[config.mk]
export PLATFORM = sky130hd
export DESIGN_NAME = cmr_mode_ctrl
export DESIGN_NICKNAME = d
export VERILOG_FILES = /design/src/logic/cmr_mode_ctrl.v
export VERILOG_INCLUDE_DIRS = /design/src /design/src/logic
export SDC_FILE = /design/constraint.sdc
export NUM_CORES = 1
export LEC_CHECK = 0
export BUFFER_PORTS_ARGS = -buffer_cell sky130_fd_sc_hd__buf_2
export CAP_MARGIN = 20
export CORE_ASPECT_RATIO = 0.7
export CORE_MARGIN = 1
export CORE_UTILIZATION = 30
export DETAILED_ROUTE_END_ITERATION = 16
export GPL_TIMING_DRIVEN = 0
export PLACE_DENSITY = 0.52
export SETUP_SLACK_MARGIN = 0.3
export SLEW_MARGIN = 40
export SYNTH_ARGS = -nofsm -noshare
export SYNTH_HDL_FRONTEND = slang
export SYNTH_SLANG_ARGS = --single-unit
export TNS_END_PERCENT = 30
[constraint.sdc]
create_clock -name aclk -period 3.4 [get_ports aclk]
set_input_delay 0 -clock aclk [delete_from_list [all_inputs] [get_ports aclk]]
set_output_delay 0 -clock aclk [all_outputs]
set_load 0.005 [all_outputs]
[src/logic/cmr_defines.vh]
// register offsets, field positions, reset values and timing counts
`ifndef CMR_DEFINES_VH
`define CMR_DEFINES_VH
// byte addresses of the AXI4-Lite register map
`define CMR_OFF_CTRL     8'h00
`define CMR_OFF_STAT     8'h04
`define CMR_OFF_CFG_A    8'h08
`define CMR_OFF_CFG_B    8'h0C
`define CMR_OFF_CFG_C    8'h10
`define CMR_OFF_TXRTS    8'h14
`define CMR_OFF_INTF     8'h18
`define CMR_OFF_INTE     8'h1C
`define CMR_OFF_ERRCNT   8'h20
`define CMR_OFF_CMD      8'h24
`define CMR_OFF_FILT     8'h28
`define CMR_OFF_RXCTRL   8'h2C
// field positions
`define CMR_REQ_HI       7
`define CMR_REQ_LO       5
`define CMR_WAKE_GLITCH_FILTER_EN_BIT   6
`define CMR_WAKE_FLAG_BIT    6
`define CMR_WAKE_ENABLE_BIT    6
`define CMR_RESET_BIT    0
// mode codes
`define CMR_MODE_NORMAL  3'h0
`define CMR_MODE_SLEEP   3'h1
`define CMR_MODE_LOOP    3'h2
`define CMR_MODE_LISTEN  3'h3
`define CMR_MODE_CONFIG  3'h4
// reset values
`define CMR_CTRL_RST     8'hE7
`define CMR_ZERO8        8'h00
// timing: start-up count in oscillator periods, glitch filter length
`define CMR_OST_TOSC     128
`define CMR_OST_CYC      8'd128
`define CMR_FILT_CYC     4'd4
`define CMR_AXI_OKAY     2'h0
`define CMR_AXI_SLVERR   2'h2
`endif

[src/logic/cmr_mode_ctrl.v]
// operating-mode and reset controller with AXI4-Lite register access
`timescale 1ns/1ps
`default_nettype none
`include "cmr_defines.vh"
module cmr_mode_ctrl
(
  // clock and reset
  input  wire        aclk,
  input  wire        aresetn,
  // external reset pin, active low, asynchronous to aclk
  input  wire        reset_pin_n,
  // axi4-lite slave
  input  wire [7:0]  s_axi_awaddr,
  input  wire        s_axi_awvalid,
  output wire        s_axi_awready,
  input  wire [31:0] s_axi_wdata,
  input  wire [3:0]  s_axi_wstrb,
  input  wire        s_axi_wvalid,
  output wire        s_axi_wready,
  output reg  [1:0]  s_axi_bresp,
  output reg         s_axi_bvalid,
  input  wire        s_axi_bready,
  input  wire [7:0]  s_axi_araddr,
  input  wire        s_axi_arvalid,
  output wire        s_axi_arready,
  output reg  [31:0] s_axi_rdata,
  output reg  [1:0]  s_axi_rresp,
  output reg         s_axi_rvalid,
  input  wire        s_axi_rready,
  // can bus pins
  input  wire        bus_rx_in,
  output reg         bus_tx_out,
  // protocol engine side
  input  wire        tx_pending,
  input  wire        engine_tx_bit,
  input  wire        tec_inc,
  input  wire        rec_inc,
  input  wire        rx_frame_done,
  output reg         rx_accept_en,
  output reg         loopback_en,
  output reg         ack_ignore,
  output reg         osc_run,
  output reg         wake_irq
);

////////////////////////////////////////////////////////////////////////////
// input synchronisers
reg [1:0] rst_sync_r;
reg [1:0] rx_sync_r;
always @(posedge aclk)
begin
  rst_sync_r <= {rst_sync_r[0], reset_pin_n};
  rx_sync_r  <= {rx_sync_r[0], bus_rx_in};
end
wire rx_s = rx_sync_r[1];

////////////////////////////////////////////////////////////////////////////
// registers and state
reg [7:0]  can_control_reg_r;
reg [2:0]  op_mode_status_field_r;
reg [7:0]  bit_timing_cfg_a_r;
reg [7:0]  bit_timing_cfg_b_r;
reg [7:0]  bit_timing_cfg_c_r;
reg [7:0]  tx_request_pin_ctrl_r;
reg [7:0]  interrupt_flag_reg_r;
reg [7:0]  interrupt_enable_reg_r;
reg [7:0]  tec_r;
reg [7:0]  rec_r;
reg [31:0] filter_mask_r;
reg [7:0]  rx_buffer_ctrl_r;
reg        soft_reset_r;
reg [7:0]  osc_startup_timer_r;
reg [3:0]  filt_cnt_r;
reg        rx_filt_r;
reg        rx_prev_r;
reg        discard_r;

localparam ST_RUN   = 3'b001;
localparam ST_SLEEP = 3'b010;
localparam ST_WAKE  = 3'b100;
reg [2:0] state_r;

// all three reset sources (aresetn, reset pin, soft reset) funnel into one internal reset
wire int_rst = !aresetn || !rst_sync_r[1] || soft_reset_r;

wire [2:0] mode_request_field =
  can_control_reg_r[`CMR_REQ_HI:`CMR_REQ_LO];
wire req_valid = (mode_request_field <= `CMR_MODE_CONFIG);
wire in_config = (op_mode_status_field_r == `CMR_MODE_CONFIG);
wire in_listen = (op_mode_status_field_r == `CMR_MODE_LISTEN);
wire in_normal = (op_mode_status_field_r == `CMR_MODE_NORMAL);
wire in_loop   = (op_mode_status_field_r == `CMR_MODE_LOOP);
wire wake_glitch_filter_en = bit_timing_cfg_c_r[`CMR_WAKE_GLITCH_FILTER_EN_BIT];
wire wake_enable = interrupt_enable_reg_r[`CMR_WAKE_ENABLE_BIT];

////////////////////////////////////////////////////////////////////////////
// axi4-lite slave: one write and one read in flight
reg        aw_got_r;
reg        w_got_r;
reg [7:0]  aw_addr_r;
reg [31:0] w_data_r;
reg [3:0]  w_strb_r;
assign s_axi_awready = !aw_got_r && !s_axi_bvalid;
assign s_axi_wready  = !w_got_r && !s_axi_bvalid;
assign s_axi_arready = !s_axi_rvalid;
wire wr_go = aw_got_r && w_got_r;
wire wr_b0 = w_strb_r[0];
wire [7:0] wbyte = w_data_r[7:0];

reg wr_hit;
always @*
begin
  case (aw_addr_r)
    `CMR_OFF_CTRL, `CMR_OFF_STAT, `CMR_OFF_CFG_A, `CMR_OFF_CFG_B,
    `CMR_OFF_CFG_C, `CMR_OFF_TXRTS, `CMR_OFF_INTF, `CMR_OFF_INTE,
    `CMR_OFF_ERRCNT, `CMR_OFF_CMD, `CMR_OFF_FILT, `CMR_OFF_RXCTRL:
      wr_hit = 1'b1;
    default: wr_hit = 1'b0;
  endcase
end

// write effects; sleep blocks no writes, configuration registers need config mode
wire wr_ok  = wr_go && wr_b0;
wire cfg_wr = wr_ok && in_config;
wire wake_flag_set_sw = wr_ok && (aw_addr_r == `CMR_OFF_INTF) &&
                    wbyte[`CMR_WAKE_FLAG_BIT];

always @(posedge aclk)
begin
  if (!aresetn)
  begin
    aw_got_r     <= 1'b0;
    w_got_r      <= 1'b0;
    aw_addr_r    <= `CMR_ZERO8;
    w_data_r     <= 32'h00000000;
    w_strb_r     <= 4'h0;
    s_axi_bvalid <= 1'b0;
    s_axi_bresp  <= `CMR_AXI_OKAY;
  end
  else
  begin
    if (s_axi_awvalid && s_axi_awready)
    begin
      aw_got_r  <= 1'b1;
      aw_addr_r <= s_axi_awaddr;
    end
    if (s_axi_wvalid && s_axi_wready)
    begin
      w_got_r  <= 1'b1;
      w_data_r <= s_axi_wdata;
      w_strb_r <= s_axi_wstrb;
    end
    if (wr_go)
    begin
      aw_got_r     <= 1'b0;
      w_got_r      <= 1'b0;
      s_axi_bvalid <= 1'b1;
      s_axi_bresp  <= wr_hit ? `CMR_AXI_OKAY : `CMR_AXI_SLVERR;
    end
    else if (s_axi_bvalid && s_axi_bready)
      s_axi_bvalid <= 1'b0;
  end
end

reg [31:0] rd_mux;
reg        rd_hit;
always @*
begin
  rd_hit = 1'b1;
  rd_mux = 32'h00000000;
  case (s_axi_araddr)
    `CMR_OFF_CTRL:   rd_mux[7:0] = can_control_reg_r;
    `CMR_OFF_STAT:   rd_mux[7:5] = op_mode_status_field_r;
    `CMR_OFF_CFG_A:  rd_mux[7:0] = bit_timing_cfg_a_r;
    `CMR_OFF_CFG_B:  rd_mux[7:0] = bit_timing_cfg_b_r;
    `CMR_OFF_CFG_C:  rd_mux[7:0] = bit_timing_cfg_c_r;
    `CMR_OFF_TXRTS:  rd_mux[7:0] = tx_request_pin_ctrl_r;
    `CMR_OFF_INTF:   rd_mux[7:0] = interrupt_flag_reg_r;
    `CMR_OFF_INTE:   rd_mux[7:0] = interrupt_enable_reg_r;
    `CMR_OFF_ERRCNT: rd_mux[15:0] = {rec_r, tec_r};
    `CMR_OFF_CMD:    rd_mux = 32'h00000000;
    `CMR_OFF_FILT:   rd_mux = filter_mask_r;
    `CMR_OFF_RXCTRL: rd_mux[7:0] = rx_buffer_ctrl_r;
    default:         rd_hit = 1'b0;
  endcase
end

always @(posedge aclk)
begin
  if (!aresetn)
  begin
    s_axi_rvalid <= 1'b0;
    s_axi_rdata  <= 32'h00000000;
    s_axi_rresp  <= `CMR_AXI_OKAY;
  end
  else if (s_axi_arvalid && s_axi_arready)
  begin
    s_axi_rvalid <= 1'b1;
    s_axi_rdata  <= rd_mux;
    s_axi_rresp  <= rd_hit ? `CMR_AXI_OKAY : `CMR_AXI_SLVERR;
  end
  else if (s_axi_rvalid && s_axi_rready)
    s_axi_rvalid <= 1'b0;
end

////////////////////////////////////////////////////////////////////////////
// sleep receive filter and bus activity detection
wire rx_seen = wake_glitch_filter_en ? rx_filt_r : rx_s;
wire bus_activity = rx_prev_r && !rx_seen;

always @(posedge aclk)
begin
  if (int_rst)
  begin
    filt_cnt_r <= 4'd0;
    rx_filt_r  <= 1'b1;
    rx_prev_r  <= 1'b1;
  end
  else
  begin
    rx_prev_r <= rx_seen;
    if (rx_s == rx_filt_r)
      filt_cnt_r <= 4'd0;
    else if (filt_cnt_r == `CMR_FILT_CYC - 4'd1)
    begin
      filt_cnt_r <= 4'd0;
      rx_filt_r  <= rx_s;
    end
    else
      filt_cnt_r <= filt_cnt_r + 4'd1;
  end
end

////////////////////////////////////////////////////////////////////////////
// mode state machine and control registers
wire sleeping = (state_r == ST_SLEEP);
wire wake_ev  = sleeping && (bus_activity || wake_flag_set_sw);

always @(posedge aclk)
begin
  if (int_rst)
  begin
    state_r                <= ST_RUN;
    can_control_reg_r      <= `CMR_CTRL_RST;
    op_mode_status_field_r <= `CMR_MODE_CONFIG;
    bit_timing_cfg_a_r     <= `CMR_ZERO8;
    bit_timing_cfg_b_r     <= `CMR_ZERO8;
    bit_timing_cfg_c_r     <= `CMR_ZERO8;
    tx_request_pin_ctrl_r  <= `CMR_ZERO8;
    interrupt_flag_reg_r   <= `CMR_ZERO8;
    interrupt_enable_reg_r <= `CMR_ZERO8;
    filter_mask_r          <= 32'h00000000;
    rx_buffer_ctrl_r       <= `CMR_ZERO8;
    osc_startup_timer_r    <= `CMR_ZERO8;
    discard_r              <= 1'b0;
    soft_reset_r           <= 1'b0;
  end
  else
  begin
    soft_reset_r <= wr_ok && (aw_addr_r == `CMR_OFF_CMD) &&
                    wbyte[`CMR_RESET_BIT];
    if (wr_ok && aw_addr_r == `CMR_OFF_CTRL)
      can_control_reg_r <= wbyte;
    if (wr_ok && aw_addr_r == `CMR_OFF_INTE)
      interrupt_enable_reg_r <= wbyte;
    if (wr_ok && aw_addr_r == `CMR_OFF_RXCTRL)
      rx_buffer_ctrl_r <= wbyte;
    if (cfg_wr && aw_addr_r == `CMR_OFF_CFG_A)
      bit_timing_cfg_a_r <= wbyte;
    if (cfg_wr && aw_addr_r == `CMR_OFF_CFG_B)
      bit_timing_cfg_b_r <= wbyte;
    if (cfg_wr && aw_addr_r == `CMR_OFF_CFG_C)
      bit_timing_cfg_c_r <= wbyte;
    if (cfg_wr && aw_addr_r == `CMR_OFF_TXRTS)
      tx_request_pin_ctrl_r <= wbyte;
    if (cfg_wr && aw_addr_r == `CMR_OFF_FILT)
      filter_mask_r <= w_data_r;
    // software write of flags; wake event wins over a clear
    if (wr_ok && aw_addr_r == `CMR_OFF_INTF)
      interrupt_flag_reg_r <= wbyte;
    if (wake_ev && wake_enable)
      interrupt_flag_reg_r[`CMR_WAKE_FLAG_BIT] <= 1'b1;
    if (rx_frame_done)
      discard_r <= 1'b0;
    case (state_r)
      ST_RUN:
      begin
        // change only once pending transmissions have drained
        if (req_valid && !tx_pending &&
            mode_request_field != op_mode_status_field_r)
        begin
          if (mode_request_field == `CMR_MODE_SLEEP)
          begin
            state_r                <= ST_SLEEP;
            op_mode_status_field_r <= `CMR_MODE_SLEEP;
          end
          else
            op_mode_status_field_r <= mode_request_field;
        end
      end
      ST_SLEEP:
      begin
        if (wake_ev)
        begin
          state_r             <= ST_WAKE;
          osc_startup_timer_r <= `CMR_OST_CYC;
          discard_r           <= 1'b1;
        end
      end
      ST_WAKE:
      begin
        if (osc_startup_timer_r == 8'd1)
        begin
          state_r                <= ST_RUN;
          op_mode_status_field_r <= `CMR_MODE_LISTEN;
          can_control_reg_r[`CMR_REQ_HI:`CMR_REQ_LO] <= `CMR_MODE_LISTEN;
        end
        osc_startup_timer_r <= osc_startup_timer_r - 8'd1;
      end
      default: state_r <= ST_RUN;
    endcase
  end
end

////////////////////////////////////////////////////////////////////////////
// error counters
always @(posedge aclk)
begin
  if (int_rst || in_config || in_listen)
  begin
    tec_r <= `CMR_ZERO8;
    rec_r <= `CMR_ZERO8;
  end
  else if (in_normal || in_loop)
  begin
    if (tec_inc && tec_r != 8'hFF)
      tec_r <= tec_r + 8'd1;
    if (rec_inc && rec_r != 8'hFF)
      rec_r <= rec_r + 8'd1;
  end
end

////////////////////////////////////////////////////////////////////////////
// pin and engine outputs
always @(posedge aclk)
begin
  if (int_rst)
  begin
    bus_tx_out   <= 1'b1;
    rx_accept_en <= 1'b0;
    loopback_en  <= 1'b0;
    ack_ignore   <= 1'b0;
    osc_run      <= 1'b1;
    wake_irq     <= 1'b0;
  end
  else
  begin
    // only normal mode drives the bus; all else recessive
    bus_tx_out   <= (state_r == ST_RUN && in_normal) ?
                    engine_tx_bit : 1'b1;
    rx_accept_en <= (state_r == ST_RUN) && !discard_r &&
                    !in_config;
    loopback_en  <= in_loop && state_r == ST_RUN;
    ack_ignore   <= in_loop;
    osc_run      <= !sleeping;
    wake_irq     <= interrupt_flag_reg_r[`CMR_WAKE_FLAG_BIT] &&
                    wake_enable;
  end
end

endmodule
`default_nettype wire

==> flow_summary.yaml <==
status:
  outcome: "finished clean"
grt:
  antenna_found_initial: 0
  grtUsageTotal_pct: 19.0
  grt_max_degree: 15
  overflow: 0
  grt_pass1_wl_mm: 46.3
  first_global_vias: 7840
pwr:
  powerDensity_mw_per_mm2: 477
  p_seq_share_pct: 47.2
  power_w: 0.00568
  cellInternalPower_w: 0.00432
  leakagePower_nw: 4.25
  power_frac_comb_pct: 7.1
  ir_drop_uv: 331
  pwr-share-clk_pct: 45.8
  netSwitchingPower_w: 0.00135
  switching_share_pct: 23.9
die:
  rows: 53
  fp.dieW_microns: 214
  pin_count: 113
  dieArea_sq_mm: 0.0320
  start_util_pct: 30.9
  die_h_microns: 150
  coreArea_sq_mm: 0.0304
synthesis:
  synth_cell_types: 64
  synth_area_leader_cell: "dfxtp_1"
  async_reset_ff_share_pct: 0
  synth.area.top_cells: "dfxtp_1, nand2_1, mux2i_1"
  synth_top_area_share_pct: 47.5
  synth_edf_count: 0
  syn_area_per_cell_sq_um: 8.64
  synth-seq-area-share_pct: 47.5
  syn_inst: 1087
  yosys_warnings: 0
  ys_ff_latch: 223
  synth_ff_type: "dfxtp_1"
  synth_area_sq_mm: 0.00939
clock_tree:
  cts-resized-gates: 0
  cts_num_sinks: 223
  cts_inserted_buffers: 23
  cts_tree: "built"
  cts.reportedPaths.clkPinSlew_ns: 0.07
  root_buffer: "clkbuf_16"
  h-tree-depth: 1
  cts.path.max_buffers: 3
  insertion_delay_ns: 0.53
critical_path:
  cp.required_ns: 3.85
  cp-end-kind: "flop"
  critPathKind: "primary input to flop"
  crit_fanout: 10
  cp.arrival_ns: 3.39
  cpMostUsedCell: "dlygate4sd3_1"
  cp_slowest_cell: "dlygate4sd3_1"
  cp_slowest_stage_delay_ns: 0.59
  cp_cell_sequence: "dlygate4sd3_1, buf_2, nor4b_1, clkbuf_1, nand2_1, o41ai_1, dlygate4sd3_1, nand2_1, dlygate4sd3_1, a32oi_1"
  cp-start-kind: "primary input"
placement:
  place_ws_ns: 0.829
  gp_congestion: 0.890
  port_buffers: 104
  hpwlAfterDp_mm: 21.5
detailed_routing:
  drc: 0
  first_iter_violations: 820
  wire_per_inst_microns: 17.4
  wl_mm: 29.7
  viasPerCell: 4.90
  dr.pass1.iters: 5
  num_vias: 8387
  ant_nets: 0
sta:
  slew-limit-headroom_pct: 43.0
  fmax_mhz: 340
  fin_ws_ns: 0.462
  layout_min_cycle_time_ns: 2.94
  worst_pin_slew_ns: 0.848
  rsz0062_at_grt: "no"
  setup_viol: 0
  slew_viol_final: 0
  fin_tns_setup_ns: 0
  final-hold-violation-count: 0
  skew_ns: 0.0162
  min_period_over_period_pct: 86.4
final_layout:
  regArea_sq_mm: 0.00446
  fillers: 3185
  diodes: 0
  largestRegisters: "filter_mask_r x32, s_axi_rdata x32, w_data_r x32"
  final_layout_size_suffix_gt1_share_pct: 14.7
  final_nets: 1355
  multiInputGateArea_sq_mm: 0.00462
  area_delta_synth_final_pct: 26.6
  final_util_pct: 39.2
run:
  drv_cap: 0
worst_hold_path:
  hold_class: "primary input to flop"
==> power by group through the flow <==
stage               Clock [W]  Sequential [W]  Combinational [W]
CTS                   0.00265         0.00268           0.000398
detailed placement          0         0.00274           0.000339
finish                0.00260         0.00268           0.000400
global placement            0         0.00274           0.000335
global route          0.00276         0.00268           0.000440
floorplan                   0         0.00273           0.000191
==> worst paths after layout <==
kind	from	endpoint	slack, ns	cells after the start
setup reg to reg	op_mode_status_field_r[0]	s_axi_rdata[5]	0.76	7
setup / recovery	s_axi_araddr[0]	s_axi_rdata[5]	0.46	10
hold reg to reg	rx_sync_r[0]	rx_sync_r[1]	0.33	0
hold / removal	s_axi_wvalid	w_data_r[28]	0.03	4
==> kinds of logic (layout without fill, tap and decap cells) <==
family          Yosys count  count (layout)  synth area share (%)
other cells               1               2                0.0399
compound gates          208             208                  14.2
simple gates            476             476                  23.5
buf+inv                  81             293                  3.74
xor+xnor                 20              20                  1.86
flops                   223             223                  47.5
fa+ha+maj                 5               5                 0.666
mux                      73              73                  8.46
==> layout make-up <==
cell class                 instances  area share, %
timing repair buffer             171           9.95
inverter                           7          0.221
tap                              412           4.33
buffer                            74           2.74
sequential                       223           37.5
multi-input combinational        784           38.8
clock buffer                      27           5.13
clock inverter                    14           1.25
==> stage by stage <==
step	instance area, sq um	hold WS, ns	instances
2_1_floorplan	9400	0.0277	1088
3_3_place_gp	10400	0.104	1604
3_5_place_dp	10500	0.114	1606
4_1_cts	11900	0.0220	1712
5_1_grt	11900	0.0518	1712
6_report	11900	0.0335	1712
==> repair_timing <==
item | 4_1_cts | 5_1_grt
hold buffers | 65 | 0
endpoints found under the hold margin | 58 | 0
buffers inserted | 0 | 0
==> Yosys cell counts (14+ instances only) <==
master and number:
nand2_1 234, dfxtp_1 223, nor2_1 88, mux2i_1 58, clkbuf_1 55, a21oi_1 49, o21ai_0 49, a21boi_0 45
nand3_1 37, a22oi_1 30, nor2b_1 22, nor3_1 18, and2_1 15, nand4_1 14
==> cells in the final DEF, fill, tap and decap left out, types with 5 or more instances in the layout <==
cell,instances
a21oi_1,49
xnor2_1,11
buf_1,5
clkbuf_16,23
nor3b_1,6
nand2_1,234
nor3_1,17
dlygate4sd3_1,65
nand3_1,37
o21ai_0,49
nand4_1,14
dfxtp_1,223
clkinv_2,10
and2_1,15
a21boi_0,45
nand2b_1,8
inv_1,6
buf_2,113
xor2_1,9
a211oi_1,6
nor2_1,86
nor2b_1,22
ha_1,5
mux2_2,11
a22oi_1,30
mux2i_1,58
clkbuf_1,57
==> critical path, delay by kind of cell <==
family / cells / cell delay (ns)
buffers and inverters: 5 / 2.40
AOI/OAI and AO/OA: 2 / 0.24
and+or+nand+nor: 3 / 0.75
==> per-layer routing <==
layer / wire length (microns) / global-route usage (%)
met3: 2270 / 4.18
met1: 15400 / 29.4
met5: 0 / 0
met2: 11700 / 26.4
met4: 390 / 3.21
No activity file was read; power rests on OpenSTA's default activity.
